$ cat config.mk
export PLATFORM = sky130hd
export DESIGN_NAME = ring_beacon_control
export DESIGN_NICKNAME = d
export VERILOG_FILES = /design/src/verilog/ring_beacon_pkg.sv /design/src/verilog/us_tick.sv /design/src/verilog/backup_monitor.sv /design/src/verilog/ring_beacon_control.sv
export VERILOG_INCLUDE_DIRS = /design/src /design/src/verilog
export SDC_FILE = /design/constraint.sdc
export NUM_CORES = 1
export LEC_CHECK = 0
export BUFFER_PORTS_ARGS = -buffer_cell sky130_fd_sc_hd__buf_2
export CAP_MARGIN = 25
export CORE_MARGIN = 2
export CORE_UTILIZATION = 30
export CTS_BUF_LIST = sky130_fd_sc_hd__clkbuf_4
export CTS_CLUSTER_DIAMETER = 60
export CTS_CLUSTER_SIZE = 12
export DETAILED_ROUTE_END_ITERATION = 8
export PLACE_DENSITY_LB_ADDON = 0.08
export SKIP_CTS_REPAIR_TIMING = 1
export SYNTH_ARGS = -nofsm -noshare
export SYNTH_HDL_FRONTEND = slang
export SYNTH_HIERARCHICAL = 1
export SYNTH_SLANG_ARGS = --single-unit
export TNS_END_PERCENT = 5
$ cat constraint.sdc
create_clock -name mclk -period 5.3 [get_ports mclk]
set_clock_uncertainty 0.15 [all_clocks]
set_input_delay 1.06 -clock mclk [delete_from_list [all_inputs] [get_ports mclk]]
set_output_delay 1.06 -clock mclk [all_outputs]
set_load 0.05 [all_outputs]
$ cat src/verilog/ring_beacon_defs.svh
/*
 * address map, field positions, reset values and timing constants of the
 * ring beacon control block; assumes a 12-bit byte address on the register bus.
 */
`ifndef RING_BEACON_DEFS_SVH
`define RING_BEACON_DEFS_SVH

// ****************************************
// register byte offsets
// ****************************************
`define OFS_SEND_CFG 12'h604
`define OFS_IP 12'h608
`define OFS_CTRL 12'h610
`define OFS_PERIOD 12'h614
`define OFS_DELAY 12'h618
`define OFS_WINDOW 12'h61C
`define OFS_STATUS 12'h630
`define OFS_SEQ 12'h634

// ****************************************
// fields
// ****************************************
`define CFG_UNICAST 31
`define CFG_METHOD_HI 1
`define CFG_MASK 32'h80000003
`define METHOD_SEQ 2'h1
`define CTRL_ASSIST 0
`define CTRL_TXEN 1
`define CTRL_BACKUP 2
`define CTRL_SEQCLR 3
`define CTRL_MASK 8'h0F
`define PORT_1 2'h1
`define PORT_2 2'h2
`define PORT_BOTH 2'h3

// ****************************************
// reset values and timing
// ****************************************
`define RST_PERIOD 32'h00000190
`define RST_DELAY 22'h0007A8
`define RST_WINDOW 22'h001770
`define US_NS 1000
`define CLK_NS 100
`define RESP_OKAY 2'h0
`define RESP_SLVERR 2'h2

`endif

$ cat src/verilog/ring_beacon_pkg.sv
/*
 * state types of the ring beacon control block; assumes nothing.
 */
package ring_beacon_pkg;

	typedef enum logic [1:0] {
		TX_IDLE = 2'h0,
		TX_WAIT = 2'h1,
		TX_SEND1 = 2'h2,
		TX_SEND2 = 2'h3
	} tx_state_type;

	typedef enum logic [1:0] {
		MON_IDLE = 2'h0,
		MON_FIRST = 2'h1,
		MON_DELAY = 2'h2,
		MON_ACTIVE = 2'h3
	} mon_state_type;

endpackage

$ cat src/verilog/us_tick.sv
/*
 * microsecond tick generator; assumes mclk runs at the rate that CYCLES was
 * derived for.
 */
`timescale 1ns/10ps
module us_tick #(
	parameter int CYCLES = 10
) (
	// clock and reset
	input wire logic mclk,
	input wire logic nrst,
	// tick
	output logic tick
);
	localparam int CW = (CYCLES > 1) ? $clog2(CYCLES) : 1;
	localparam logic [CW-1:0] LAST = CW'(CYCLES - 1);

	logic [CW-1:0] cnt_q, cnt_d;
	logic tick_q, tick_d;

	always_comb
	begin
		tick_d = (cnt_q == LAST);
		cnt_d = tick_d ? '0 : cnt_q + CW'(1);
	end

	always_ff @(posedge mclk or negedge nrst)
	begin
		if (!nrst)
		begin
			cnt_q <= '0;
			tick_q <= 1'b0;
		end
		else
		begin
			cnt_q <= cnt_d;
			tick_q <= tick_d;
		end
	end

	assign tick = tick_q;
endmodule

$ cat src/verilog/backup_monitor.sv
/*
 * backup supervisor monitor: watches beacon loss pulses of both ring ports and
 * raises active after a loss on each port within the window and the programmed delay; assumes loss
 * pulses are one cycle long and already on mclk.
 */
`timescale 1ns/10ps
`include "ring_beacon_defs.svh"
module backup_monitor (
	// clock and reset
	input wire logic mclk,
	input wire logic nrst,
	// control
	input wire logic us_tick,
	input wire logic enable,
	input wire logic [21:0] delay_us,
	input wire logic [21:0] window_us,
	// ring port loss pulses
	input wire logic [1:0] loss,
	// result
	output logic active,
	output ring_beacon_pkg::mon_state_type mon_state
);
	ring_beacon_pkg::mon_state_type state_q, state_d;
	logic [21:0] cnt_q, cnt_d;
	logic first_q, first_d;
	logic active_q, active_d;

	always_comb
	begin
		state_d = state_q;
		cnt_d = cnt_q;
		first_d = first_q;
		if (!enable)
		begin
			state_d = ring_beacon_pkg::MON_IDLE;
			cnt_d = '0;
		end
		else
		begin
			case (state_q)
				ring_beacon_pkg::MON_IDLE:
				begin
					cnt_d = '0;
					if (loss == `PORT_BOTH)
						state_d = ring_beacon_pkg::MON_DELAY;
					else if (|loss)
					begin
						state_d = ring_beacon_pkg::MON_FIRST;
						first_d = loss[1];
					end
				end
				ring_beacon_pkg::MON_FIRST:
				begin
					if (loss[!first_q])
					begin
						state_d = ring_beacon_pkg::MON_DELAY;
						cnt_d = '0;
					end
					else if (window_us != '0 && us_tick)
					begin
						if (cnt_q + 22'h1 >= window_us)
							state_d = ring_beacon_pkg::MON_IDLE;
						else
							cnt_d = cnt_q + 22'h1;
					end
				end
				ring_beacon_pkg::MON_DELAY:
				begin
					if (delay_us == '0)
						state_d = ring_beacon_pkg::MON_ACTIVE;
					else if (us_tick)
					begin
						if (cnt_q + 22'h1 >= delay_us)
							state_d = ring_beacon_pkg::MON_ACTIVE;
						else
							cnt_d = cnt_q + 22'h1;
					end
				end
				ring_beacon_pkg::MON_ACTIVE: state_d = ring_beacon_pkg::MON_ACTIVE;
				default: state_d = ring_beacon_pkg::MON_IDLE;
			endcase
		end
		active_d = (state_d == ring_beacon_pkg::MON_ACTIVE);
	end

	always_ff @(posedge mclk or negedge nrst)
	begin
		if (!nrst)
		begin
			state_q <= ring_beacon_pkg::MON_IDLE;
			cnt_q <= '0;
			first_q <= 1'b0;
			active_q <= 1'b0;
		end
		else
		begin
			state_q <= state_d;
			cnt_q <= cnt_d;
			first_q <= first_d;
			active_q <= active_d;
		end
	end

	assign active = active_q;
	assign mon_state = state_q;
endmodule

$ cat src/verilog/ring_beacon_control.sv
/*
 * ring beacon control: AXI4-Lite register file, beacon scheduler with
 * multicast or per-port unicast sends, sequence identifier and backup
 * supervisor start; assumes a frame builder that takes beacon_req with
 * beacon_ack on mclk and loss pins that are asynchronous.
 */
`timescale 1ns/10ps
`include "ring_beacon_defs.svh"
module ring_beacon_control #(
	parameter int US_CYCLES = `US_NS / `CLK_NS,
	parameter int SEQ_W = 32
) (
	// clock and reset
	input wire logic mclk,
	input wire logic nrst,
	// axi4-lite write
	input wire logic awvalid,
	output logic awready,
	input wire logic [11:0] awaddr,
	input wire logic wvalid,
	output logic wready,
	input wire logic [31:0] wdata,
	input wire logic [3:0] wstrb,
	output logic bvalid,
	input wire logic bready,
	output logic [1:0] bresp,
	// axi4-lite read
	input wire logic arvalid,
	output logic arready,
	input wire logic [11:0] araddr,
	output logic rvalid,
	input wire logic rready,
	output logic [31:0] rdata,
	output logic [1:0] rresp,
	// ring port beacon loss pins
	input wire logic [1:0] port_loss,
	// beacon frame request
	output logic beacon_req,
	input wire logic beacon_ack,
	output logic [1:0] beacon_ports,
	output logic beacon_unicast,
	output logic [31:0] beacon_ip_value,
	output logic [SEQ_W-1:0] beacon_seq_id,
	output logic [31:0] beacon_period_us,
	// node status
	output logic supervisor_active,
	output logic ring_hw_assist_enable
);
	// ****************************************
	// decode helpers
	// ****************************************
	function automatic logic [11:0] word_of(input logic [11:0] a);
		return {a[11:2], 2'h0};
	endfunction

	function automatic logic is_mapped(input logic [11:0] a);
		case (word_of(a))
			`OFS_SEND_CFG, `OFS_IP, `OFS_CTRL, `OFS_PERIOD, `OFS_DELAY,
			`OFS_WINDOW, `OFS_STATUS, `OFS_SEQ: return 1'b1;
			default: return 1'b0;
		endcase
	endfunction

	function automatic logic [31:0] merge(input logic [31:0] old, input logic [31:0] nw,
		input logic [3:0] strb);
		logic [31:0] r;
		r = old;
		for (int i = 0; i < 4; i++)
			if (strb[i])
				r[i*8 +: 8] = nw[i*8 +: 8];
		return r;
	endfunction

	// ****************************************
	// bus slave
	// ****************************************
	logic aw_hold_q, aw_hold_d, w_hold_q, w_hold_d;
	logic [11:0] aw_addr_q, aw_addr_d;
	logic [31:0] wdata_q, wdata_d;
	logic [3:0] wstrb_q, wstrb_d;
	logic awready_q, awready_d, wready_q, wready_d, bvalid_q, bvalid_d;
	logic arready_q, arready_d, rvalid_q, rvalid_d;
	logic [1:0] bresp_q, bresp_d, rresp_q, rresp_d;
	logic [31:0] rdata_q, rdata_d, rd_word;
	logic wr_fire;

	always_comb
	begin
		aw_hold_d = aw_hold_q;
		aw_addr_d = aw_addr_q;
		w_hold_d = w_hold_q;
		wdata_d = wdata_q;
		wstrb_d = wstrb_q;
		bvalid_d = bvalid_q;
		bresp_d = bresp_q;
		rvalid_d = rvalid_q;
		rdata_d = rdata_q;
		rresp_d = rresp_q;
		if (awvalid && awready_q)
		begin
			aw_hold_d = 1'b1;
			aw_addr_d = awaddr;
		end
		if (wvalid && wready_q)
		begin
			w_hold_d = 1'b1;
			wdata_d = wdata;
			wstrb_d = wstrb;
		end
		wr_fire = aw_hold_q && w_hold_q && !bvalid_q;
		if (wr_fire)
		begin
			aw_hold_d = 1'b0;
			w_hold_d = 1'b0;
			bvalid_d = 1'b1;
			bresp_d = is_mapped(aw_addr_q) ? `RESP_OKAY : `RESP_SLVERR;
		end
		else if (bvalid_q && bready)
			bvalid_d = 1'b0;
		if (arvalid && arready_q)
		begin
			rvalid_d = 1'b1;
			rdata_d = rd_word;
			rresp_d = is_mapped(araddr) ? `RESP_OKAY : `RESP_SLVERR;
		end
		else if (rvalid_q && rready)
			rvalid_d = 1'b0;
		awready_d = !aw_hold_d;
		wready_d = !w_hold_d;
		arready_d = !rvalid_d;
	end

	always_ff @(posedge mclk or negedge nrst)
	begin
		if (!nrst)
		begin
			aw_hold_q <= 1'b0;
			aw_addr_q <= '0;
			w_hold_q <= 1'b0;
			wdata_q <= '0;
			wstrb_q <= '0;
			awready_q <= 1'b0;
			wready_q <= 1'b0;
			bvalid_q <= 1'b0;
			bresp_q <= `RESP_OKAY;
			arready_q <= 1'b0;
			rvalid_q <= 1'b0;
			rdata_q <= '0;
			rresp_q <= `RESP_OKAY;
		end
		else
		begin
			aw_hold_q <= aw_hold_d;
			aw_addr_q <= aw_addr_d;
			w_hold_q <= w_hold_d;
			wdata_q <= wdata_d;
			wstrb_q <= wstrb_d;
			awready_q <= awready_d;
			wready_q <= wready_d;
			bvalid_q <= bvalid_d;
			bresp_q <= bresp_d;
			arready_q <= arready_d;
			rvalid_q <= rvalid_d;
			rdata_q <= rdata_d;
			rresp_q <= rresp_d;
		end
	end

	// ****************************************
	// registers
	// ****************************************
	logic [31:0] cfg_q, cfg_d, ip_q, ip_d, period_q, period_d;
	logic [7:0] ctrl_q, ctrl_d;
	logic [21:0] delay_q, delay_d, window_q, window_d;
	logic tx_used_q, tx_used_d;
	logic backup_active;
	ring_beacon_pkg::mon_state_type mon_state;
	ring_beacon_pkg::tx_state_type tx_q, tx_d;
	logic [SEQ_W-1:0] seq_q, seq_d;

	always_comb
	begin
		cfg_d = cfg_q;
		ip_d = ip_q;
		ctrl_d = ctrl_q;
		period_d = period_q;
		delay_d = delay_q;
		window_d = window_q;
		if (wr_fire)
		begin
			case (word_of(aw_addr_q))
				`OFS_SEND_CFG: cfg_d = merge(cfg_q, wdata_q, wstrb_q) & `CFG_MASK;
				`OFS_IP: ip_d = merge(ip_q, wdata_q, wstrb_q);
				`OFS_CTRL: ctrl_d = 8'(merge({24'h0, ctrl_q}, wdata_q, wstrb_q)) & `CTRL_MASK;
				`OFS_PERIOD: period_d = merge(period_q, wdata_q, wstrb_q);
				`OFS_DELAY: delay_d = 22'(merge({10'h0, delay_q}, wdata_q, wstrb_q));
				`OFS_WINDOW: window_d = 22'(merge({10'h0, window_q}, wdata_q, wstrb_q));
				default: ;
			endcase
		end
		// backup stays disarmed after a transmit-enable run until re-toggled
		if (ctrl_q[`CTRL_TXEN] && !ctrl_d[`CTRL_TXEN])
			tx_used_d = 1'b1;
		else if (!ctrl_d[`CTRL_BACKUP])
			tx_used_d = 1'b0;
		else
			tx_used_d = tx_used_q;
	end

	always_comb
	begin
		rd_word = 32'h0;
		case (word_of(araddr))
			`OFS_SEND_CFG: rd_word = cfg_q;
			`OFS_IP: rd_word = ip_q;
			`OFS_CTRL: rd_word = {24'h0, ctrl_q};
			`OFS_PERIOD: rd_word = period_q;
			`OFS_DELAY: rd_word = {10'h0, delay_q};
			`OFS_WINDOW: rd_word = {10'h0, window_q};
			`OFS_STATUS: rd_word = {26'h0, mon_state, tx_q, backup_active, supervisor_active};
			`OFS_SEQ: rd_word = 32'(seq_q);
			default: rd_word = 32'h0;
		endcase
	end

	always_ff @(posedge mclk or negedge nrst)
	begin
		if (!nrst)
		begin
			cfg_q <= '0;
			ip_q <= '0;
			ctrl_q <= '0;
			period_q <= `RST_PERIOD;
			delay_q <= `RST_DELAY;
			window_q <= `RST_WINDOW;
			tx_used_q <= 1'b0;
		end
		else
		begin
			cfg_q <= cfg_d;
			ip_q <= ip_d;
			ctrl_q <= ctrl_d;
			period_q <= period_d;
			delay_q <= delay_d;
			window_q <= window_d;
			tx_used_q <= tx_used_d;
		end
	end

	// ****************************************
	// loss pins and backup monitor
	// ****************************************
	logic [1:0] loss_s1_q, loss_s2_q, loss_s3_q;
	logic tick;

	always_ff @(posedge mclk or negedge nrst)
	begin
		if (!nrst)
		begin
			loss_s1_q <= '0;
			loss_s2_q <= '0;
			loss_s3_q <= '0;
		end
		else
		begin
			loss_s1_q <= port_loss;
			loss_s2_q <= loss_s1_q;
			loss_s3_q <= loss_s2_q;
		end
	end

	us_tick #(.CYCLES(US_CYCLES)) u_tick (.mclk(mclk), .nrst(nrst), .tick(tick));

	backup_monitor u_mon (
		.mclk(mclk),
		.nrst(nrst),
		.us_tick(tick),
		.enable(ctrl_q[`CTRL_BACKUP] && !tx_used_q),
		.delay_us(delay_q),
		.window_us(window_q),
		.loss(loss_s2_q & ~loss_s3_q),
		.active(backup_active),
		.mon_state(mon_state)
	);

	// ****************************************
	// beacon scheduler
	// ****************************************
	logic run, split, req_q, req_d, uni_q, uni_d, sup_q, sup_d;
	logic [1:0] ports_q, ports_d;
	logic [31:0] cnt_q, cnt_d;

	always_comb
	begin
		run = ctrl_q[`CTRL_TXEN] || backup_active;
		split = cfg_q[`CFG_UNICAST] && cfg_q[`CFG_METHOD_HI:0] == `METHOD_SEQ;
		tx_d = tx_q;
		cnt_d = cnt_q;
		seq_d = seq_q;
		case (tx_q)
			ring_beacon_pkg::TX_IDLE:
				if (run)
					tx_d = ring_beacon_pkg::TX_SEND1;
			ring_beacon_pkg::TX_WAIT:
				if (tick)
				begin
					if (cnt_q + 32'h1 >= period_q)
					begin
						tx_d = ring_beacon_pkg::TX_SEND1;
						cnt_d = '0;
					end
					else
						cnt_d = cnt_q + 32'h1;
				end
			ring_beacon_pkg::TX_SEND1:
				if (beacon_ack)
				begin
					seq_d = seq_q + SEQ_W'(1);
					tx_d = split ? ring_beacon_pkg::TX_SEND2 : ring_beacon_pkg::TX_WAIT;
				end
			ring_beacon_pkg::TX_SEND2:
				if (beacon_ack)
				begin
					seq_d = seq_q + SEQ_W'(1);
					tx_d = ring_beacon_pkg::TX_WAIT;
				end
			default: tx_d = ring_beacon_pkg::TX_IDLE;
		endcase
		if (!run)
		begin
			tx_d = ring_beacon_pkg::TX_IDLE;
			cnt_d = '0;
		end
		if (ctrl_q[`CTRL_SEQCLR])
			seq_d = '0;
		req_d = tx_d == ring_beacon_pkg::TX_SEND1 || tx_d == ring_beacon_pkg::TX_SEND2;
		uni_d = cfg_q[`CFG_UNICAST];
		if (tx_d == ring_beacon_pkg::TX_SEND2)
			ports_d = `PORT_2;
		else if (split)
			ports_d = `PORT_1;
		else
			ports_d = `PORT_BOTH;
		sup_d = run;
	end

	always_ff @(posedge mclk or negedge nrst)
	begin
		if (!nrst)
		begin
			tx_q <= ring_beacon_pkg::TX_IDLE;
			cnt_q <= '0;
			seq_q <= '0;
			req_q <= 1'b0;
			uni_q <= 1'b0;
			ports_q <= '0;
			sup_q <= 1'b0;
		end
		else
		begin
			tx_q <= tx_d;
			cnt_q <= cnt_d;
			seq_q <= seq_d;
			req_q <= req_d;
			uni_q <= uni_d;
			ports_q <= ports_d;
			sup_q <= sup_d;
		end
	end

	assign awready = awready_q;
	assign wready = wready_q;
	assign bvalid = bvalid_q;
	assign bresp = bresp_q;
	assign arready = arready_q;
	assign rvalid = rvalid_q;
	assign rdata = rdata_q;
	assign rresp = rresp_q;
	assign beacon_req = req_q;
	assign beacon_ports = ports_q;
	assign beacon_unicast = uni_q;
	assign beacon_ip_value = ip_q;
	assign beacon_seq_id = seq_q;
	assign beacon_period_us = period_q;
	assign supervisor_active = sup_q;
	assign ring_hw_assist_enable = ctrl_q[`CTRL_ASSIST];

	logic beacon_req_q_done, waited_q, waited_d;
	logic [31:0] gap_q, gap_d;
	assign beacon_req_q_done = req_q && beacon_ack && ports_q != `PORT_1 && run;

	// ticks since the last completed beacon, for the period gap check
	always_comb
	begin
		gap_d = beacon_req_q_done ? '0 : gap_q + 32'(tick && !req_q);
		waited_d = beacon_req_q_done || (waited_q && run && !req_q);
	end

	always_ff @(posedge mclk or negedge nrst)
	begin
		if (!nrst)
		begin
			gap_q <= '0;
			waited_q <= 1'b0;
		end
		else
		begin
			gap_q <= gap_d;
			waited_q <= waited_d;
		end
	end
endmodule

==> key figures <==
Final layout
  – Final std cell area, no fill: between 15,000 and 20,000 um^2
  – Net count, final: 1,903
  – Share of post-route cells with drive strength above 1: between 30% and 40%
  – Area Growth Syn to Fin: 15.2%

Global route
  – Tot GR Track Use: about a fifth
  – Remaining global-route overflow: 0
  – GRT met2 Usage: 33.8%
  – Largest net degree at the start of global routing: about 110
  – Met1 GRT Util: a little over a quarter
  – Vias in the first global route: 13,100
  – Gr busiest metal: met2
  – Global-route track usage on met3: roughly 4.6%
  – Initial antenna violation count: 5
  – Wire length of the first global-routing pass: 85.6 mm

Drt
  – Vias per cell: just over 5
  – Residual DRC: 0
  – DR pass1 iterations: 6
  – Post-Route WL: approximately 57 mm
  – Vias: between 10,000 and 15,000
  – Wirelength per Cell: 22.9 um
  – DRT iter0 DRCs: ~840
  – Post-DRT Antenna Nets: 0

Placement
  – Port Buffer Count: between 200 and 250
  – Final HPWL DP: approximately 43 mm
  – Pre-CTS setup slack: 0.562 ns
  – Area of placed instances: ~18,000 um^2
  – Final GP Congestion: 0.799

Worst setup path
  – Slowest CP cell: a221o_1
  – Critical path, cell by cell: and4_1, nand4_1, nor3_1, buf_4, nand3_1, xnor2_1, ha_1, a21oi_2, o21ai_1, a221o_1, a311o_1, or3b_1, a221o_1, buf_4, a21oi_1, o22ai_1
  – R2R depth: 16
  – Worst path max stage delay: around 0.57 ns
  – Critical path peak fanout: 12
  – Kind of critical path: reg2reg
  – Worst Setup End Kind: flip-flop
  – WP data arrival: 5.33 ns
  – Critical Path RT: roughly 5.8 ns
  – Setup crit start kind: flip-flop

Synth
  – Sequential area share after synthesis: 47.1%
  – Top-area cell type share of the netlist area: 44.6%
  – Largest area contributor in the netlist: dfrtp_1
  – Netlist cell types: a little under 90
  – Ys Warns: 6
  – Post-synth EDFFs: 0
  – Top cells by count, synth: dfrtp_1 (295), mux2_2 (176), nand2_1 (119)
  – Top cells by area, synth: dfrtp_1 (45%), mux2_2 (12%), ha_1 (6.3%), nand2_1 (2.7%), xnor2_1 (2.7%)
  – Register bit total from synthesis: around 310
  – Syn Std Cell Area: roughly 17,000 um^2
  – Syn Inst Count: between 1,500 and 2,000
  – Async set-reset flop share out of synthesis: between 90% and 100%
  – Main synth FF type: dfrtp_1
  – Syn Area/Cell: about 11 um^2
  – Count leader, synth: dfrtp_1

Status
  – Status: completed

STA
  – Final Critical Period: slightly below 5 ns
  – Post-route clock period utilization: 91.8%
  – Worst-Margin Slew: between 0.9 and 1 ns
  – RSZ-0062 raised after global routing: no
  – Hold Fails Final Rpt: 0
  – Setup Total Neg Slack: 0 ns
  – # setup viols final: 0
  – Final Worst Setup Slack: 0.432 ns
  – Fmax: slightly above 200 MHz
  – Relative slew margins: a little over a third
  – Max-slew violation count: 0

Die
  – Die Area: 57,100 um^2
  – I/O pin count: roughly 210
  – Core area: 54,900 um^2
  – Starting Density: 30.2%
  – Std-Cell Rows: 86
  – Die Span Y: 239 um
  – DIE WIDTH: approximately 240 um

Pwr
  – Power Density: 289 nW/um^2
  – PnR Total Power: 5.52 mW
  – Worst VDD drop: 0.148 mV
  – Leak: 8.89 nW

Run
  – Maxcap violations: 0

Min path
  – Hold crit path type: in2async

Clock network
  – Clock slew at reported path FFs: 0.12 ns
  – CTS Buffer Depth: 3
  – Root Driver: clkbuf_4
  – CTS tree: yes
  – CTS sink count: approximately 310
  – Num CTS Buffers: 40
  – H-tree depth: 2
  – Clk Latency, worst-skew pair: approximately 0.82 ns
## cells by family (layout without fill, tap and decap cells)
group | count (synthesis) | after routing | synth area share, %
other cells | 1 | 8 | 0.0226
mux | 185 | 185 | 12.7
fa+ha+maj | 84 | 84 | 6.34
compound gates | 249 | 249 | 10.7
xor+xnor | 85 | 85 | 4.49
flops | 311 | 311 | 47.1
simple gates | 442 | 442 | 14.3
buf+inv | 176 | 420 | 4.31
## cell type report
cell class / count / area (um^2)
Fill cell: 5597 / 35800
Multi-Input combinational cell: 1047 / 8070
Sequential cell: 311 / 7800
Timing Repair Buffer: 240 / 1330
Tap cell: 704 / 881
Inverter: 109 / 409
Clock buffer: 44 / 330
Clock inverter: 27 / 241
Antenna cell: 6 / 15.0
## through the flow
| stage | util, % | cells | hold slack (ns) |
|---|---|---|---|
| 6_report | 34.8 | 2488 | 0.179 |
| 5_1_grt | 34.8 | 2486 | 0.120 |
| 4_1_cts | 34.7 | 2482 | 0.119 |
| 3_5_place_dp | 33.7 | 2411 | 0.186 |
| 3_3_place_gp | 33.7 | 2410 | 0.190 |
| 2_1_floorplan | - | 1534 | 0.181 |
## worst paths after layout
| kind | start | end | slack [ns] |
|---|---|---|---|
| hold reg to reg | loss_s1_q[0] | loss_s2_q[0] | 0.22 |
| setup reg to reg | u_mon/cnt_q[6] | u_mon/cnt_q[19] | 0.43 |
| max in group asynchronous | nrst | u_mon/cnt_q[15] | 3.68 |
| min in group mclk | port_loss[0] | loss_s1_q[0] | 0.21 |
| hold / removal | nrst | delay_q[16] | 0.18 |
| setup / recovery | u_mon/cnt_q[6] | u_mon/cnt_q[19] | 0.43 |
## per-layer routing
layer | part of all wire [%] | up-vias
met5 | 0.023 | -
met4 | 2.6 | 2
met3 | 5.8 | 73
met2 | 48 | 326
met1 | 44 | 6429
li1 | - | 5982
## report_power, final
group / internal, mW / switching (mW)
registers: 2.62 / 0.377
clock network: 0.583 / 0.987
logic: 0.360 / 0.597
total: 3.56 / 1.96
## critical path: cells and delay by family, from the launching register on
family,cells,cell delay [ns]
compound gates,7,1.73
xor+xnor,1,0.29
fa+ha+maj,1,0.32
buf+inv,2,0.47
flops,1,0.47
simple gates,5,1.23
## registers in the layout (all words and copies together) (netlist names), 3 cells and up
register,cells
rdata,32
u_tick/cnt_q,4
beacon_seq_id,32
cnt_q,32
aw_addr_q,10
beacon_ip_value,32
wstrb_q,4
wdata_q,32
window_q,22
cfg_q,3
beacon_period_us,32
u_mon/cnt_q,22
delay_q,22
ctrl_q,4
## placed cells by master, fill, tap and decap left out, types with 27 or more instances in the layout
cell / netlist / layout
ha_1: 84 / 84
mux2_2: 176 / 176
a222oi_1: 27 / 27
o21ai_0: 63 / 63
nand3_1: 75 / 75
a21oi_1: 35 / 35
dfrtp_1: 295 / 295
nand4_1: 38 / 38
inv_1: 108 / 108
buf_4: 4 / 31
nor2_1: 78 / 76
buf_2: 5 / 205
nand2_1: 119 / 118
xor2_1: 34 / 34
xnor2_1: 51 / 51
clkbuf_4: 0 / 44
No activity file was read; power rests on OpenSTA's default activity.
